File: config.mk
export PLATFORM = sky130hd
export DESIGN_NAME = dmi_top
export DESIGN_NICKNAME = d
export VERILOG_FILES = /design/src/rtl/dmi_pkg.sv /design/src/rtl/dmi_fifo_if.sv /design/src/rtl/dmi_fifo.sv /design/src/rtl/dmi_top.sv
export SDC_FILE = /design/constraint.sdc
export NUM_CORES = 2
export LEC_CHECK = 0
export BUFFER_PORTS_ARGS = -buffer_cell sky130_fd_sc_hd__buf_4
export CORE_UTILIZATION = 60
export CTS_CLUSTER_SIZE = 12
export DETAILED_ROUTE_END_ITERATION = 12
export PLACE_DENSITY_LB_ADDON = 0.12
export SYNTH_ARGS = -nofsm -noshare
export SYNTH_HDL_FRONTEND = slang
export SYNTH_SLANG_ARGS = --single-unit
File: constraint.sdc
create_clock -name pclk -period 4.8 [get_ports pclk]
set_input_delay 1.44 -clock pclk [delete_from_list [all_inputs] [get_ports pclk]]
set_output_delay 1.44 -clock pclk [all_outputs]
set_load 0.01 [all_outputs]
File: src/rtl/dmi_pkg.sv
// Function
// - Serial clock is clock over 2*(divisor+1)
// - One sample takes at least 32 serial clocks
// - Filter taps limited by min of three bounds
// - Start sync from pin or register write
// - Frame syncs of split channels fire in turn
// - Serial divisor sits in mode register bits 4:0
// - Sixteen-bit phase offset added to accumulator
package dmi_pkg;
	localparam int NCH = 4;
	localparam int CHW = 2;
	localparam int DATA_W = 32;
	localparam int FIFO_W = DATA_W + CHW;
	localparam int FIFO_DEPTH = 16;
	localparam int DIV_W = 5;
	localparam int OFS_W = 16;
	localparam logic [4:0] FRAME_LAST = 5'h1f;
	localparam logic [15:0] MAX_TAPS = 16'h0080;
	localparam int COEFFICIENT_MEMORY_SHIFT = 4;

	localparam logic [7:0] A_CTRL = 8'h00;
	localparam logic [7:0] A_STAT = 8'h04;
	localparam logic [7:0] A_TAPS = 8'h08;
	localparam logic [7:0] A_LTOT = 8'h0c;
	localparam logic [7:0] A_LRCF = 8'h10;
	localparam logic [7:0] A_FREQ = 8'h14;
	localparam logic [3:0] CH_PAGE_FIRST = 4'h2;
	localparam logic [3:0] CH_PAGE_LAST = 4'h5;
	localparam logic [3:0] O_DLY = 4'h0;
	localparam logic [3:0] O_PHS = 4'h4;
	localparam logic [3:0] O_MODE2 = 4'h8;
	localparam logic [3:0] O_PHRD = 4'hc;

	localparam int CTRL_EN_LSB = 0;
	localparam int CTRL_SPLIT_BIT = 4;
	localparam int CTRL_SOFT_BIT = 5;
	localparam logic [31:0] CTRL_WMASK = 32'h0000001f;
	localparam int STAT_ERR_BIT = 0;
	localparam int STAT_RUN_LSB = 4;
	localparam int STAT_PEND_LSB = 8;
	localparam int MODE2_DIV_LSB = 0;

	localparam logic [31:0] RST_CTRL = 32'h00000000;
	localparam logic [31:0] RST_FREQ = 32'h00000000;
	localparam logic [7:0] RST_TAPS = 8'h01;
	localparam logic [15:0] RST_LTOT = 16'h0002;
	localparam logic [7:0] RST_LRCF = 8'h01;
	localparam logic [15:0] RST_DLY = 16'h0000;
	localparam logic [OFS_W-1:0] RST_PHS = 16'h0000;
	localparam logic [DIV_W-1:0] RST_DIV = 5'h00;

	function automatic logic [15:0] dmi_min(input logic [15:0] a, input logic [15:0] b);
		dmi_min = (a < b) ? a : b;
	endfunction
endpackage

File: src/rtl/dmi_fifo_if.sv
`timescale 1ns/1ps
`default_nettype none
interface dmi_fifo_if #(parameter int W = 34);
	logic [W-1:0] wdata;
	logic wvalid;
	logic wready;
	logic [W-1:0] rdata;
	logic rvalid;
	logic rready;
	modport src (output wdata, output wvalid, input wready, input rdata, input rvalid,
		output rready);
	modport store (input wdata, input wvalid, output wready, output rdata, output rvalid,
		input rready);
endinterface
`default_nettype wire

File: src/rtl/dmi_fifo.sv
`timescale 1ns/1ps
`default_nettype none
module dmi_fifo #(
	parameter int W = 34,
	parameter int DEPTH = 16
) (
	input wire logic clk,
	input wire logic rst_n,
	dmi_fifo_if.store f
);
	// Depth must be a power of two; the extra pointer bit tells full from empty
	localparam int AW = $clog2(DEPTH);
	logic [W-1:0] mem [DEPTH];
	logic [AW:0] wptr_q;
	logic [AW:0] rptr_q;
	wire full = (wptr_q[AW] != rptr_q[AW]) && (wptr_q[AW-1:0] == rptr_q[AW-1:0]);
	wire empty = (wptr_q == rptr_q);
	wire push = f.wvalid & ~full;
	wire pop = f.rready & ~empty;
	assign f.wready = ~full;
	assign f.rvalid = ~empty;
	assign f.rdata = mem[rptr_q[AW-1:0]];

	always_ff @(posedge clk) begin
		if (push) begin
			mem[wptr_q[AW-1:0]] <= f.wdata;
		end
	end

	always_ff @(posedge clk or negedge rst_n) begin
		if (!rst_n) begin
			wptr_q <= '0;
			rptr_q <= '0;
		end else begin
			wptr_q <= wptr_q + (AW+1)'(push);
			rptr_q <= rptr_q + (AW+1)'(pop);
		end
	end
endmodule
`default_nettype wire

File: src/rtl/dmi_top.sv
// The implementer's own choices: register access over APB and the register offsets.
`timescale 1ns/1ps
`default_nettype none
module dmi_top (
	input wire logic pclk,
	input wire logic presetn,
	input wire logic psel,
	input wire logic penable,
	input wire logic pwrite,
	input wire logic [7:0] paddr,
	input wire logic [31:0] pwdata,
	output logic [31:0] prdata,
	output logic pready,
	output logic pslverr,
	input wire logic sync_in,
	input wire logic [dmi_pkg::NCH-1:0] ser_data_in,
	output logic [dmi_pkg::NCH-1:0] ser_clk_out,
	output logic [dmi_pkg::NCH-1:0] serial_frame_sync_out,
	output logic out_valid,
	input wire logic out_ready,
	output logic [dmi_pkg::DATA_W-1:0] out_data,
	output logic [dmi_pkg::CHW-1:0] out_chan
);
	import dmi_pkg::*;

	logic [31:0] ctrl_q;
	logic [31:0] freq_q;
	logic [7:0] taps_q;
	logic [15:0] ltot_q;
	logic [7:0] lrcf_q;
	logic [31:0] prdata_q;
	logic [31:0] rd_d;
	logic sync_s1_q;
	logic sync_s2_q;
	logic sync_s3_q;
	logic [NCH-1:0][15:0] dly_q;
	logic [NCH-1:0][OFS_W-1:0] phs_q;
	logic [NCH-1:0][DIV_W-1:0] div_q;
	logic [NCH-1:0][DIV_W-1:0] divcnt_q;
	logic [NCH-1:0][15:0] cnt_q;
	logic [NCH-1:0][4:0] bit_q;
	logic [NCH-1:0][DATA_W-1:0] shift_q;
	logic [NCH-1:0][DATA_W-1:0] pdata_q;
	logic [NCH-1:0][31:0] acc_q;
	logic [NCH-1:0][OFS_W-1:0] phase_q;
	logic [NCH-1:0] sclk_q;
	logic [NCH-1:0] arm_q;
	logic [NCH-1:0] run_q;
	logic [NCH-1:0] act_q;
	logic [NCH-1:0] pend_q;
	logic [NCH-1:0] fs_q;
	logic [NCH-1:0] sd1_q;
	logic [NCH-1:0] sd2_q;
	logic [NCH-1:0] rise;
	logic [NCH-1:0] fs_cand;
	logic [NCH-1:0] fs_start;
	logic [NCH-1:0] grant;
	logic [CHW-1:0] gidx;

	dmi_fifo_if #(.W(FIFO_W)) fq ();

	dmi_fifo #(.W(FIFO_W), .DEPTH(FIFO_DEPTH)) u_fifo (
		.clk(pclk),
		.rst_n(presetn),
		.f(fq.store)
	);

	// Bus decode; the slave never inserts wait states
	wire wr_en = psel & penable & pwrite;
	wire rd_setup = psel & ~penable & ~pwrite;
	wire [3:0] page = paddr[7:4];
	wire [3:0] ch_off = paddr[3:0];
	wire is_ch = (page >= CH_PAGE_FIRST) && (page <= CH_PAGE_LAST);
	wire [CHW-1:0] ch_sel = CHW'(page - CH_PAGE_FIRST);
	wire mapped = (paddr[1:0] == 2'h0) && ((paddr <= A_FREQ) || is_ch);
	assign pready = 1'b1;
	assign pslverr = psel & penable & ~mapped;
	assign prdata = prdata_q;

	wire [NCH-1:0] ch_en = ctrl_q[CTRL_EN_LSB +: NCH];
	wire split_en = ctrl_q[CTRL_SPLIT_BIT];
	wire soft_sync = wr_en && (paddr == A_CTRL) && pwdata[CTRL_SOFT_BIT];
	wire pin_sync = sync_s2_q & ~sync_s3_q;
	wire sync_evt = soft_sync | pin_sync;

	// Tap count checked against the tightest of the three bounds
	wire [15:0] lim_time = ltot_q >> 1;
	wire [15:0] lim_coefficient_memory = {4'h0, lrcf_q, 4'h0};
	wire [15:0] tap_limit = dmi_min(dmi_min(lim_time, lim_coefficient_memory), MAX_TAPS);
	wire len_err = {8'h00, taps_q} > tap_limit;

	always_comb begin
		rd_d = 32'h00000000;
		if (paddr == A_CTRL) begin
			rd_d = ctrl_q;
		end else if (paddr == A_STAT) begin
			rd_d[STAT_ERR_BIT] = len_err;
			rd_d[STAT_RUN_LSB +: NCH] = run_q;
			rd_d[STAT_PEND_LSB +: NCH] = pend_q;
		end else if (paddr == A_TAPS) begin
			rd_d[7:0] = taps_q;
		end else if (paddr == A_LTOT) begin
			rd_d[15:0] = ltot_q;
		end else if (paddr == A_LRCF) begin
			rd_d[7:0] = lrcf_q;
		end else if (paddr == A_FREQ) begin
			rd_d = freq_q;
		end else if (is_ch && ch_off == O_DLY) begin
			rd_d[15:0] = dly_q[ch_sel];
		end else if (is_ch && ch_off == O_PHS) begin
			rd_d[OFS_W-1:0] = phs_q[ch_sel];
		end else if (is_ch && ch_off == O_MODE2) begin
			rd_d[MODE2_DIV_LSB +: DIV_W] = div_q[ch_sel];
		end else if (is_ch && ch_off == O_PHRD) begin
			rd_d[OFS_W-1:0] = phase_q[ch_sel];
		end
	end

	always_ff @(posedge pclk or negedge presetn) begin
		if (!presetn) begin
			ctrl_q <= RST_CTRL;
			freq_q <= RST_FREQ;
			taps_q <= RST_TAPS;
			ltot_q <= RST_LTOT;
			lrcf_q <= RST_LRCF;
			prdata_q <= 32'h00000000;
			sync_s1_q <= 1'b0;
			sync_s2_q <= 1'b0;
			sync_s3_q <= 1'b0;
		end else begin
			if (wr_en && paddr == A_CTRL) ctrl_q <= pwdata & CTRL_WMASK;
			if (wr_en && paddr == A_FREQ) freq_q <= pwdata;
			if (wr_en && paddr == A_TAPS) taps_q <= pwdata[7:0];
			if (wr_en && paddr == A_LTOT) ltot_q <= pwdata[15:0];
			if (wr_en && paddr == A_LRCF) lrcf_q <= pwdata[7:0];
			if (rd_setup) prdata_q <= rd_d;
			sync_s1_q <= sync_in;
			sync_s2_q <= sync_s1_q;
			sync_s3_q <= sync_s2_q;
		end
	end

	// Lowest pending channel wins the FIFO; a full FIFO holds every channel
	always_comb begin
		gidx = '0;
		for (int i = NCH - 1; i >= 0; i--) begin
			if (pend_q[i]) gidx = CHW'(i);
		end
	end
	assign grant = fq.wready ? (pend_q & (~pend_q + NCH'(1))) : '0;
	assign fq.wvalid = |pend_q;
	assign fq.wdata = {gidx, pdata_q[gidx]};
	assign fq.rready = out_ready;
	assign out_valid = fq.rvalid;
	assign out_data = fq.rdata[DATA_W-1:0];
	assign out_chan = fq.rdata[FIFO_W-1 -: CHW];
	assign ser_clk_out = sclk_q;
	assign serial_frame_sync_out = fs_q;

	for (genvar c = 0; c < NCH; c++) begin : g_ch
		wire ch_wr = wr_en && is_ch && (ch_sel == CHW'(c));
		wire div_hit = (divcnt_q[c] == div_q[c]);
		assign rise[c] = div_hit & ~sclk_q[c];
		assign fs_cand[c] = rise[c] & run_q[c] & ~act_q[c] & ~pend_q[c];
		// Lower channels take precedence so split frames never start together
		if (c == 0) begin : g_first
			assign fs_start[c] = fs_cand[c];
		end else begin : g_rest
			assign fs_start[c] = fs_cand[c] & ~(split_en & |fs_cand[c-1:0]);
		end

		always_ff @(posedge pclk or negedge presetn) begin
			if (!presetn) begin
				dly_q[c] <= RST_DLY;
				phs_q[c] <= RST_PHS;
				div_q[c] <= RST_DIV;
			end else if (ch_wr) begin
				if (ch_off == O_DLY) dly_q[c] <= pwdata[15:0];
				if (ch_off == O_PHS) phs_q[c] <= pwdata[OFS_W-1:0];
				if (ch_off == O_MODE2) div_q[c] <= pwdata[MODE2_DIV_LSB +: DIV_W];
			end
		end

		// Start countdown; a bad tap count keeps the channel idle
		always_ff @(posedge pclk or negedge presetn) begin
			if (!presetn) begin
				cnt_q[c] <= 16'h0000;
				arm_q[c] <= 1'b0;
				run_q[c] <= 1'b0;
			end else if (!ch_en[c] || len_err) begin
				arm_q[c] <= 1'b0;
				run_q[c] <= 1'b0;
			end else if (sync_evt) begin
				cnt_q[c] <= dly_q[c];
				arm_q[c] <= 1'b1;
				run_q[c] <= 1'b0;
			end else if (arm_q[c] && cnt_q[c] == 16'h0000) begin
				arm_q[c] <= 1'b0;
				run_q[c] <= 1'b1;
			end else if (arm_q[c]) begin
				cnt_q[c] <= cnt_q[c] - 16'h0001;
			end
		end

		always_ff @(posedge pclk or negedge presetn) begin
			if (!presetn) begin
				divcnt_q[c] <= '0;
				sclk_q[c] <= 1'b0;
				sd1_q[c] <= 1'b0;
				sd2_q[c] <= 1'b0;
			end else begin
				divcnt_q[c] <= div_hit ? '0 : divcnt_q[c] + DIV_W'(1);
				sclk_q[c] <= sclk_q[c] ^ div_hit;
				sd1_q[c] <= ser_data_in[c];
				sd2_q[c] <= sd1_q[c];
			end
		end

		// Frame sync for one serial clock, then 32 bits shifted MSB first
		always_ff @(posedge pclk or negedge presetn) begin
			if (!presetn) begin
				fs_q[c] <= 1'b0;
				act_q[c] <= 1'b0;
				bit_q[c] <= '0;
				shift_q[c] <= '0;
				pend_q[c] <= 1'b0;
				pdata_q[c] <= '0;
			end else begin
				if (rise[c]) fs_q[c] <= fs_start[c];
				if (fs_start[c]) begin
					act_q[c] <= 1'b1;
					bit_q[c] <= '0;
				end else if (rise[c] && act_q[c]) begin
					shift_q[c] <= {shift_q[c][DATA_W-2:0], sd2_q[c]};
					bit_q[c] <= bit_q[c] + 5'h01;
					if (bit_q[c] == FRAME_LAST) act_q[c] <= 1'b0;
				end
				if (rise[c] && act_q[c] && bit_q[c] == FRAME_LAST) begin
					pend_q[c] <= 1'b1;
					pdata_q[c] <= {shift_q[c][DATA_W-2:0], sd2_q[c]};
				end else if (grant[c]) begin
					pend_q[c] <= 1'b0;
				end
			end
		end

		always_ff @(posedge pclk or negedge presetn) begin
			if (!presetn) begin
				acc_q[c] <= '0;
				phase_q[c] <= '0;
			end else begin
				acc_q[c] <= (!run_q[c]) ? '0 : acc_q[c] + freq_q;
				phase_q[c] <= acc_q[c][31:16] + phs_q[c];
			end
		end
	end

	a_sclk_toggle: assert property (
		@(posedge pclk) disable iff (!presetn)
		$changed(sclk_q[0]) |-> $past(divcnt_q[0]) == $past(div_q[0]))
		else $error("serial clock toggled off its divisor count");
	a_frame_len: assert property (
		@(posedge pclk) disable iff (!presetn)
		$rose(pend_q[0]) |-> $past(bit_q[0]) == 5'h1f && $past(act_q[0]))
		else $error("sample completed before 32 serial clocks");
	a_len_blocks: assert property (
		@(posedge pclk) disable iff (!presetn)
		$rose(run_q[1]) |-> !$past(len_err))
		else $error("channel started with an illegal tap count");
	a_sync_load: assert property (
		@(posedge pclk) disable iff (!presetn)
		sync_evt && ch_en[0] && !len_err |=> arm_q[0] && cnt_q[0] == $past(dly_q[0]))
		else $error("start sync did not load the delay counter");
	a_fs_turns: assert property (
		@(posedge pclk) disable iff (!presetn)
		split_en && $past(split_en) |->
			$onehot0(serial_frame_sync_out & ~$past(serial_frame_sync_out)))
		else $error("split frame syncs started together");
	a_div_write: assert property (
		@(posedge pclk) disable iff (!presetn)
		wr_en && paddr == 8'h28 |=> div_q[0] == $past(pwdata[4:0]))
		else $error("divisor field not taken from bits 4:0");
	a_phase_start: assert property (
		@(posedge pclk) disable iff (!presetn)
		$rose(run_q[2]) ##1 $stable(phs_q[2]) |-> phase_q[2] == phs_q[2])
		else $error("phase output lacks the offset at start");
endmodule
`default_nettype wire

# After elaboration in Yosys (flattened, before gate mapping)
# Memory sizes are Yosys's and may differ from the RTL's.
# Cells that the tools add are included.
# W data, S select, Z words.
dict set report word_totals {
  ram_bits 544
  inputBits 51
  ff_bits 842
  n_memories 1
  wordCells 416
}
# memory words word_bits read_ports rd_clocked_by_memory_dff wr line
set memory_table {}
lappend memory_table {u_fifo.mem 16 34 1 0 1 dmi_fifo.sv:13} ;# logic [W-1:0] mem [DEPTH];
dict set report op_classes {
  addsub 24
  n_lt_le_gt_ge 8
  n_bitwise 66
  reduce_logical 94
  muxes 114
  eq_ne 26
}
# operator n
set op_table {}
lappend op_table {{$mux W16} 27}
lappend op_table {{$mux W32} 6}
lappend op_table {{$add A32 B32 Y32} 4}
lappend op_table {{$bmux W16 S2} 3}
lappend op_table {{$mux W5} 14}
lappend op_table {{$add A16 B16 Y16} 4}
lappend op_table {{$bmux W32 S2} 1}
lappend op_table {{$logic_not A16 Y1} 4}
lappend op_table {{$sub A16 B1 Y16 const B} 4}
lappend op_table {{$mux W24} 2}
lappend op_table {{$mux W1} 47}
lappend op_table {{$add A5 B1 Y5 const B} 8}
lappend op_table {{$reduce_and A2 Y1} 20}
lappend op_table {{$reduce_bool A2 Y1} 16}
lappend op_table {{$and A1 B1 Y1} 30}
lappend op_table {{$logic_and A1 B1 Y1} 30}
lappend op_table {{$mux W15} 2}
lappend op_table {{$not A1 Y1} 29}
lappend op_table {{$eq A5 B5 Y1} 5}
lappend op_table {{$mux W8} 3}
lappend op_table {{$eq A5 B5 Y1 const B} 4}
lappend op_table {{$mux W20} 1}
lappend op_table {{$eq A8 B4 Y1 const B} 2}
lappend op_table {{$eq A8 B5 Y1 const B} 2}
lappend op_table {{other kinds (37)} 64}

# Depth between registers and ports, before layout
dict set report depth {
  depth_word 18
  depth_mapped 23
}

# By module
# From an unflattened synthesis, not the netlist that was laid out.
dict set report hier_totals {
  cells_unflattened 4970
  hier_area_um2 64583.2
}
# module cells_per_inst seq_area_each_um2 instances area_per_inst_um2
set by_module_without_submodules {}
lappend by_module_without_submodules {dmi_top 3926 20823.7 1 42998.7}
lappend by_module_without_submodules {dmi_fifo 1044 16585.9 1 21584.5}

# Worst setup path after synthesis
# OpenSTA, ideal clock, no wires.
dict set report synth_path {
  path_kind {reg-to-reg}
  start {reg u_fifo.rptr_q[3]}
  end {mem u_fifo.mem[0][0], enable pin}
  path_slack_ps 425
  t_arrival_ps 3907
  setup_time_ps 467
  path_stages_with_launch 7
  n_path_buf 1
  required_time_ps 4333
  path_cell_list {dfrtp_1 -> clkbuf_1 -> xor2_1 -> nor4_1 -> nor2b_1 -> or4_1 -> nor3_1}
}
dict set report synth_between {
  elab_chain_len 6
}
# element line
set synth_lines {}
lappend synth_lines {{start: declaration} dmi_fifo.sv:15} ;# logic [AW:0] rptr_q;
lappend synth_lines {{start signal: assignment} dmi_fifo.sv:36} ;# rptr_q <= rptr_q + (AW+1)'(pop);
lappend synth_lines {{$eq A4 B4 Y1} dmi_fifo.sv:16} ;# wire full = (wptr_q[AW] != rptr_q[AW]) && (wptr_q[AW-1:0] == rptr_q[AW-1:0]);
lappend synth_lines {{$logic_and A1 B1 Y1} dmi_fifo.sv:16}
lappend synth_lines {{$not A1 Y1} dmi_fifo.sv:18} ;# wire push = f.wvalid & ~full;
lappend synth_lines {{$and A1 B1 Y1} dmi_fifo.sv:18}
lappend synth_lines {{$mux W1} dmi_fifo.sv:25} ;# if (push) begin
lappend synth_lines {{$mux W1 (implied by the code)} dmi_fifo.sv:26} ;# mem[wptr_q[AW-1:0]] <= f.wdata;
lappend synth_lines {{end: declaration} dmi_fifo.sv:13}
# No other way between the ends.

# Final worst setup path
dict set report layout_path {
  start {reg ltot_q[6]}
  end {reg cnt_q[36] in the netlist's numbering}
}
dict set report layout_between {
  elab_chain_len 8
}
# element line
set layout_lines {}
lappend layout_lines {{start: declaration} dmi_top.sv:29} ;# logic [15:0] ltot_q;
lappend layout_lines {{start signal: assignment} dmi_top.sv:134} ;# if (wr_en && paddr == A_LTOT) ltot_q <= pwdata[15:0];
lappend layout_lines {{$lt A15 B12 Y1} dmi_pkg.sv:53} ;# dmi_min = (a < b) ? a : b;
lappend layout_lines {{$mux W15 (*)} dmi_pkg.sv:53}
lappend layout_lines {{$lt A15 B8 Y1} dmi_pkg.sv:53}
lappend layout_lines {{$mux W15 (*)} dmi_pkg.sv:53}
lappend layout_lines {{$gt A8 B15 Y1 (*)} dmi_top.sv:90} ;# wire len_err = {8'h00, taps_q} > tap_limit;
lappend layout_lines {{$logic_or A1 B1 Y1 (*)} dmi_top.sv:190} ;# end else if (!ch_en[c] || len_err) begin
lappend layout_lines {{$not A1 Y1 (no line) (*)} n/a}
lappend layout_lines {{$reduce_and A3 Y1 (no line) (*)} n/a}
lappend layout_lines {{end signal: indexed assignment} dmi_top.sv:194} ;# cnt_q[c] <= dly_q[c];
lappend layout_lines {{end signal: indexed assignment} dmi_top.sv:201} ;# cnt_q[c] <= cnt_q[c] - 16'h0001;
lappend layout_lines {{end: declaration} dmi_top.sv:40} ;# logic [NCH-1:0][15:0] cnt_q;
# Every way passes the cells marked *; elsewhere a longest branch is shown, timed or not.
# A chain may end at the register's enable or synchronous reset.

==> summary.md <==
| Metric | Value |
|---|---|
| Most used DFF post-synth | dfrtp_1 |
| Slowest Stage Delay on Critical Path | 430 ps |
| CP dominant cell by count | a21o_1 |
| CTS Root Cell | clkbuf_16 |
| Post-synth top area cell | dfrtp_1 |
| Area of the die | 107000 um2 |
| Routed met3 length | approximately 11 mm |
| Die height | around 330 um |
| Hold slack | around 350 ps |
| Footprint of the multi-input gates | approximately 25000 um2 |
| Crit path arrival time | 5240 ps |
| DR top layer | met5 |
| Fmax | about 0.22 GHz |
| DRC | 0 |
| GPL Wtd Cong | 0.930 |
| Postcts setup bufs | 0 |
| Area contributors post-synth | dfrtp_1 (33%), edfxtp_1 (26%), mux4_2 (9.0%), mux2_2 (6.0%), ha_1 (4.4%) |
| Syn avg cell area | 13.4 um2 |
| Routed WL | approximately 160 mm |
| IO Count | 128 |
| WL met2 | 78.6 mm |
| Worst setup SP type | flop |
| Fin Setup TNS | 0 ps |
| GRT Resource Usage Total | between 30% and 40% |
| YS warnings | 0 |
| Starting Density | ~60% |
| Final setup fails | 0 |
| Initial antenna violation count | 6 |
| Critical path class | reg -> reg |
| Peak VDD IR | ~330 uV |
| Vias in the first global route | 40800 |
| Detailed placement HPWL | 108 mm |
| Min-delay worst type | reg -> reg |
| Number of buffers created by CTS | approximately 150 |
| Slew Viols, Final | 0 |
| Final Critical Period | ~4600 ps |
| Worst EP required | between 5000 and 6000 ps |
| Die X | approximately 330 um |
| Share of cells above drive strength 1 | a little over a fifth |
| H-tree levels | 4 |
| Num rows | between 100 and 150 |
| DRT antenna net count | 0 |
| First-pass GRT wire length | approximately 250 mm |
| Port bufs | about 130 |
| Pleak | around 30 nW |
| Initial DRC count | a little under 4000 |
| Slowest cell on the critical path | or3_4 |
| Worst-margin pin slew | about 1200 ps |
| Post-Synth Simple-Gate Area | under 10% |
| Fill cells | roughly 7200 |
| Post-synth cell types | 80 |
| Layout area overhead | 12.2% |
| Sink Count | about 1400 |
| Post-synthesis cell count | approximately 4700 |
| Post-synth EDFFs | between 500 and 600 |
| Final WS setup | 191 ps |
| Outcome | complete, no violations |
| CP Max Fanout | 11 |
| CP endpoint kind | flop |
| Core Footprint | about 110000 um2 |
| PwrDens | about 340 nW/um2 |
| Mapped Area | about 64000 um2 |
| Max cap viols | 0 |
| Clock Latency Late Sink | slightly below 800 ps |
| Pre-Repair DR Iteration Count | 8 |
| Compound-Gate Fraction of Synth Area | around 7.6% |
| M1 WL | slightly below 70 mm |
| DR WL/cell | between 20 and 30 um |
| Worst-path clk slew | 60 ps |
| Fraction of registers with async set/reset | 60.8% |
| Post-synthesis adder-cell area fraction | 4.64% |
| Worst path top cell family by delay | compound AO/OA/AOI/OAI gates |
| Slew margin rel. | between 10% and 20% |
| Final worst-path cycle share | between 90% and 100% |
| Register Area | 37400 um2 |
| Post-synth top area share | 33.0% |
| Final Hold Viols | 0 |
| Skew final | roughly 37 ps |
| Synthesized net count | about 5000 |
| Total grt overflow | 0 |
| Commonest cells in the netlist | dfrtp_1 (839), nand2_1 (585), edfxtp_1 (544) |
| CTS Buffer Depth | 3 |
| CTS tree | built |
| Setup slack at placement | 177 ps |
| Via count | about 40000 |
| RSZ-0062 raised after global routing | false |
| Crit path cell chain | ha_1 > a21o_1 > a21o_1 > a21o_1 > a21o_1 > a21o_1 > a21o_1 > a21oi_1 > mux2_2 > ha_1 > nand4_1 > or2_2 > nand3_1 > nand2_1 > or3_4 > buf_4 > a21o_1 > a22o_1 |
| Largest net degree at the start of global routing | between 100 and 150 |
| Worst Path Buf+Inv | 1 |
| Most frequent cell after synthesis | dfrtp_1 |
| Yosys reg bits | 1386 |
| Xor/xnor share of the synthesized area | 2.92% |
| Layout Nets | roughly 5200 |
| Vias per inst | between 6 and 7 |
| Main combinational cell family by area after synthesis | multiplexers |
| Mux contribution to synthesized area | between 15 and 20% |
| Post-synthesis sequential area ratio | 58.8% |
-- registers in the layout (all words and copies together), names as in the netlist, 8 cells and up --
name / flops
lrcf_q: 8
acc_q: 128
ltot_q: 16
phs_q: 64
div_q: 20
cnt_q: 64
bit_q: 20
dly_q: 64
u_fifo.mem: 544
shift_q: 124
phase_q: 64
prdata: 32
pdata_q: 128
divcnt_q: 20
taps_q: 8
freq_q: 32
-- cells by family (layout without fill, tap and decap cells) --
family	after synthesis	count (layout)
buffers and inverters	307	587
XOR/XNOR	212	212
adder cells (fa/ha/maj)	231	231
AND/OR/NAND/NOR	1246	1246
other	1	4
flip-flops	1386	1386
AO/OA/AOI/OAI	757	757
multiplexers	595	595
-- placed cells by master (no fill, tap or decap), types with 28 or more instances in the layout --
| master | instances |
|---|---|
| a21o_1 | 71 |
| a21oi_1 | 203 |
| a22oi_1 | 43 |
| and2_1 | 117 |
| buf_4 | 209 |
| clkbuf_1 | 49 |
| clkbuf_16 | 149 |
| dfrtp_1 | 835 |
| edfxtp_1 | 544 |
| ha_1 | 223 |
| inv_1 | 98 |
| mux2_2 | 339 |
| mux4_2 | 255 |
| nand2_1 | 580 |
| nand3_1 | 79 |
| nor2_1 | 174 |
| nor2b_1 | 32 |
| nor3_1 | 70 |
| o21a_1 | 28 |
| o21ai_0 | 184 |
| o21bai_1 | 30 |
| xnor2_1 | 142 |
| xor2_1 | 70 |
-- area by class of cell --
class,instances,area share (%)
antenna,3,0.0105
clock buffer,221,5.92
clock inverter,31,0.585
inverter,102,0.540
multi-input combinational,3042,35.2
sequential,1386,52.4
tap,1391,2.44
timing repair buffer,233,2.85
-- report_power, final --
group	internal [mW]	leakage [nW]	total, mW	switching [mW]
Combinational	0.347	12.3	0.948	0.601
Clock	6.33	2.26	11.0	4.70
Sequential	12.4	15.4	12.5	0.144
-- layer usage --
| layer | GRT usage [%] | vias to the layer above |
|---|---|---|
| li1 | - | 17900 |
| met1 | 43.4 | 20900 |
| met2 | 49.6 | 1458 |
| met3 | 5.36 | 255 |
| met4 | 9.47 | 2 |
| met5 | 0 | - |
-- worst paths after layout --
check | start | slack [ps] | depth (start not counted) | to
setup / recovery | ltot_q[6] | 190 | 18 | cnt_q[36]
hold / removal | sd1_q[2] | 350 | 0 | sd2_q[2]
setup reg to reg | ltot_q[6] | 190 | 18 | cnt_q[36]
hold reg to reg | sd1_q[2] | 350 | 0 | sd2_q[2]
max in group asynchronous | presetn | 3030 | 2 | freq_q[24]
min in group asynchronous | presetn | 670 | 1 | div_q[16]
-- stage by stage --
stage | cells | power, mW | cell area, um2 | util [%]
after floorplan | 4735 | 13.2 | 63600 | -
after global placement | 6154 | 13.7 | 66700 | 63.4
after detailed placement | 6154 | 13.7 | 66700 | 63.4
after CTS | 6406 | 24.7 | 71400 | 67.8
after global routing | 6409 | 25.2 | 71400 | 67.8
final | 6409 | 24.5 | 71400 | 67.8
-- timing repair --
item | in CTS | in global routing
endpoints found under the setup margin | 0 | 57
hold buffers | 0 | 0
resized for setup | 0 | 7
endpoints found under the hold margin | 0 | 0
Power figures use the tool's default switching activity.
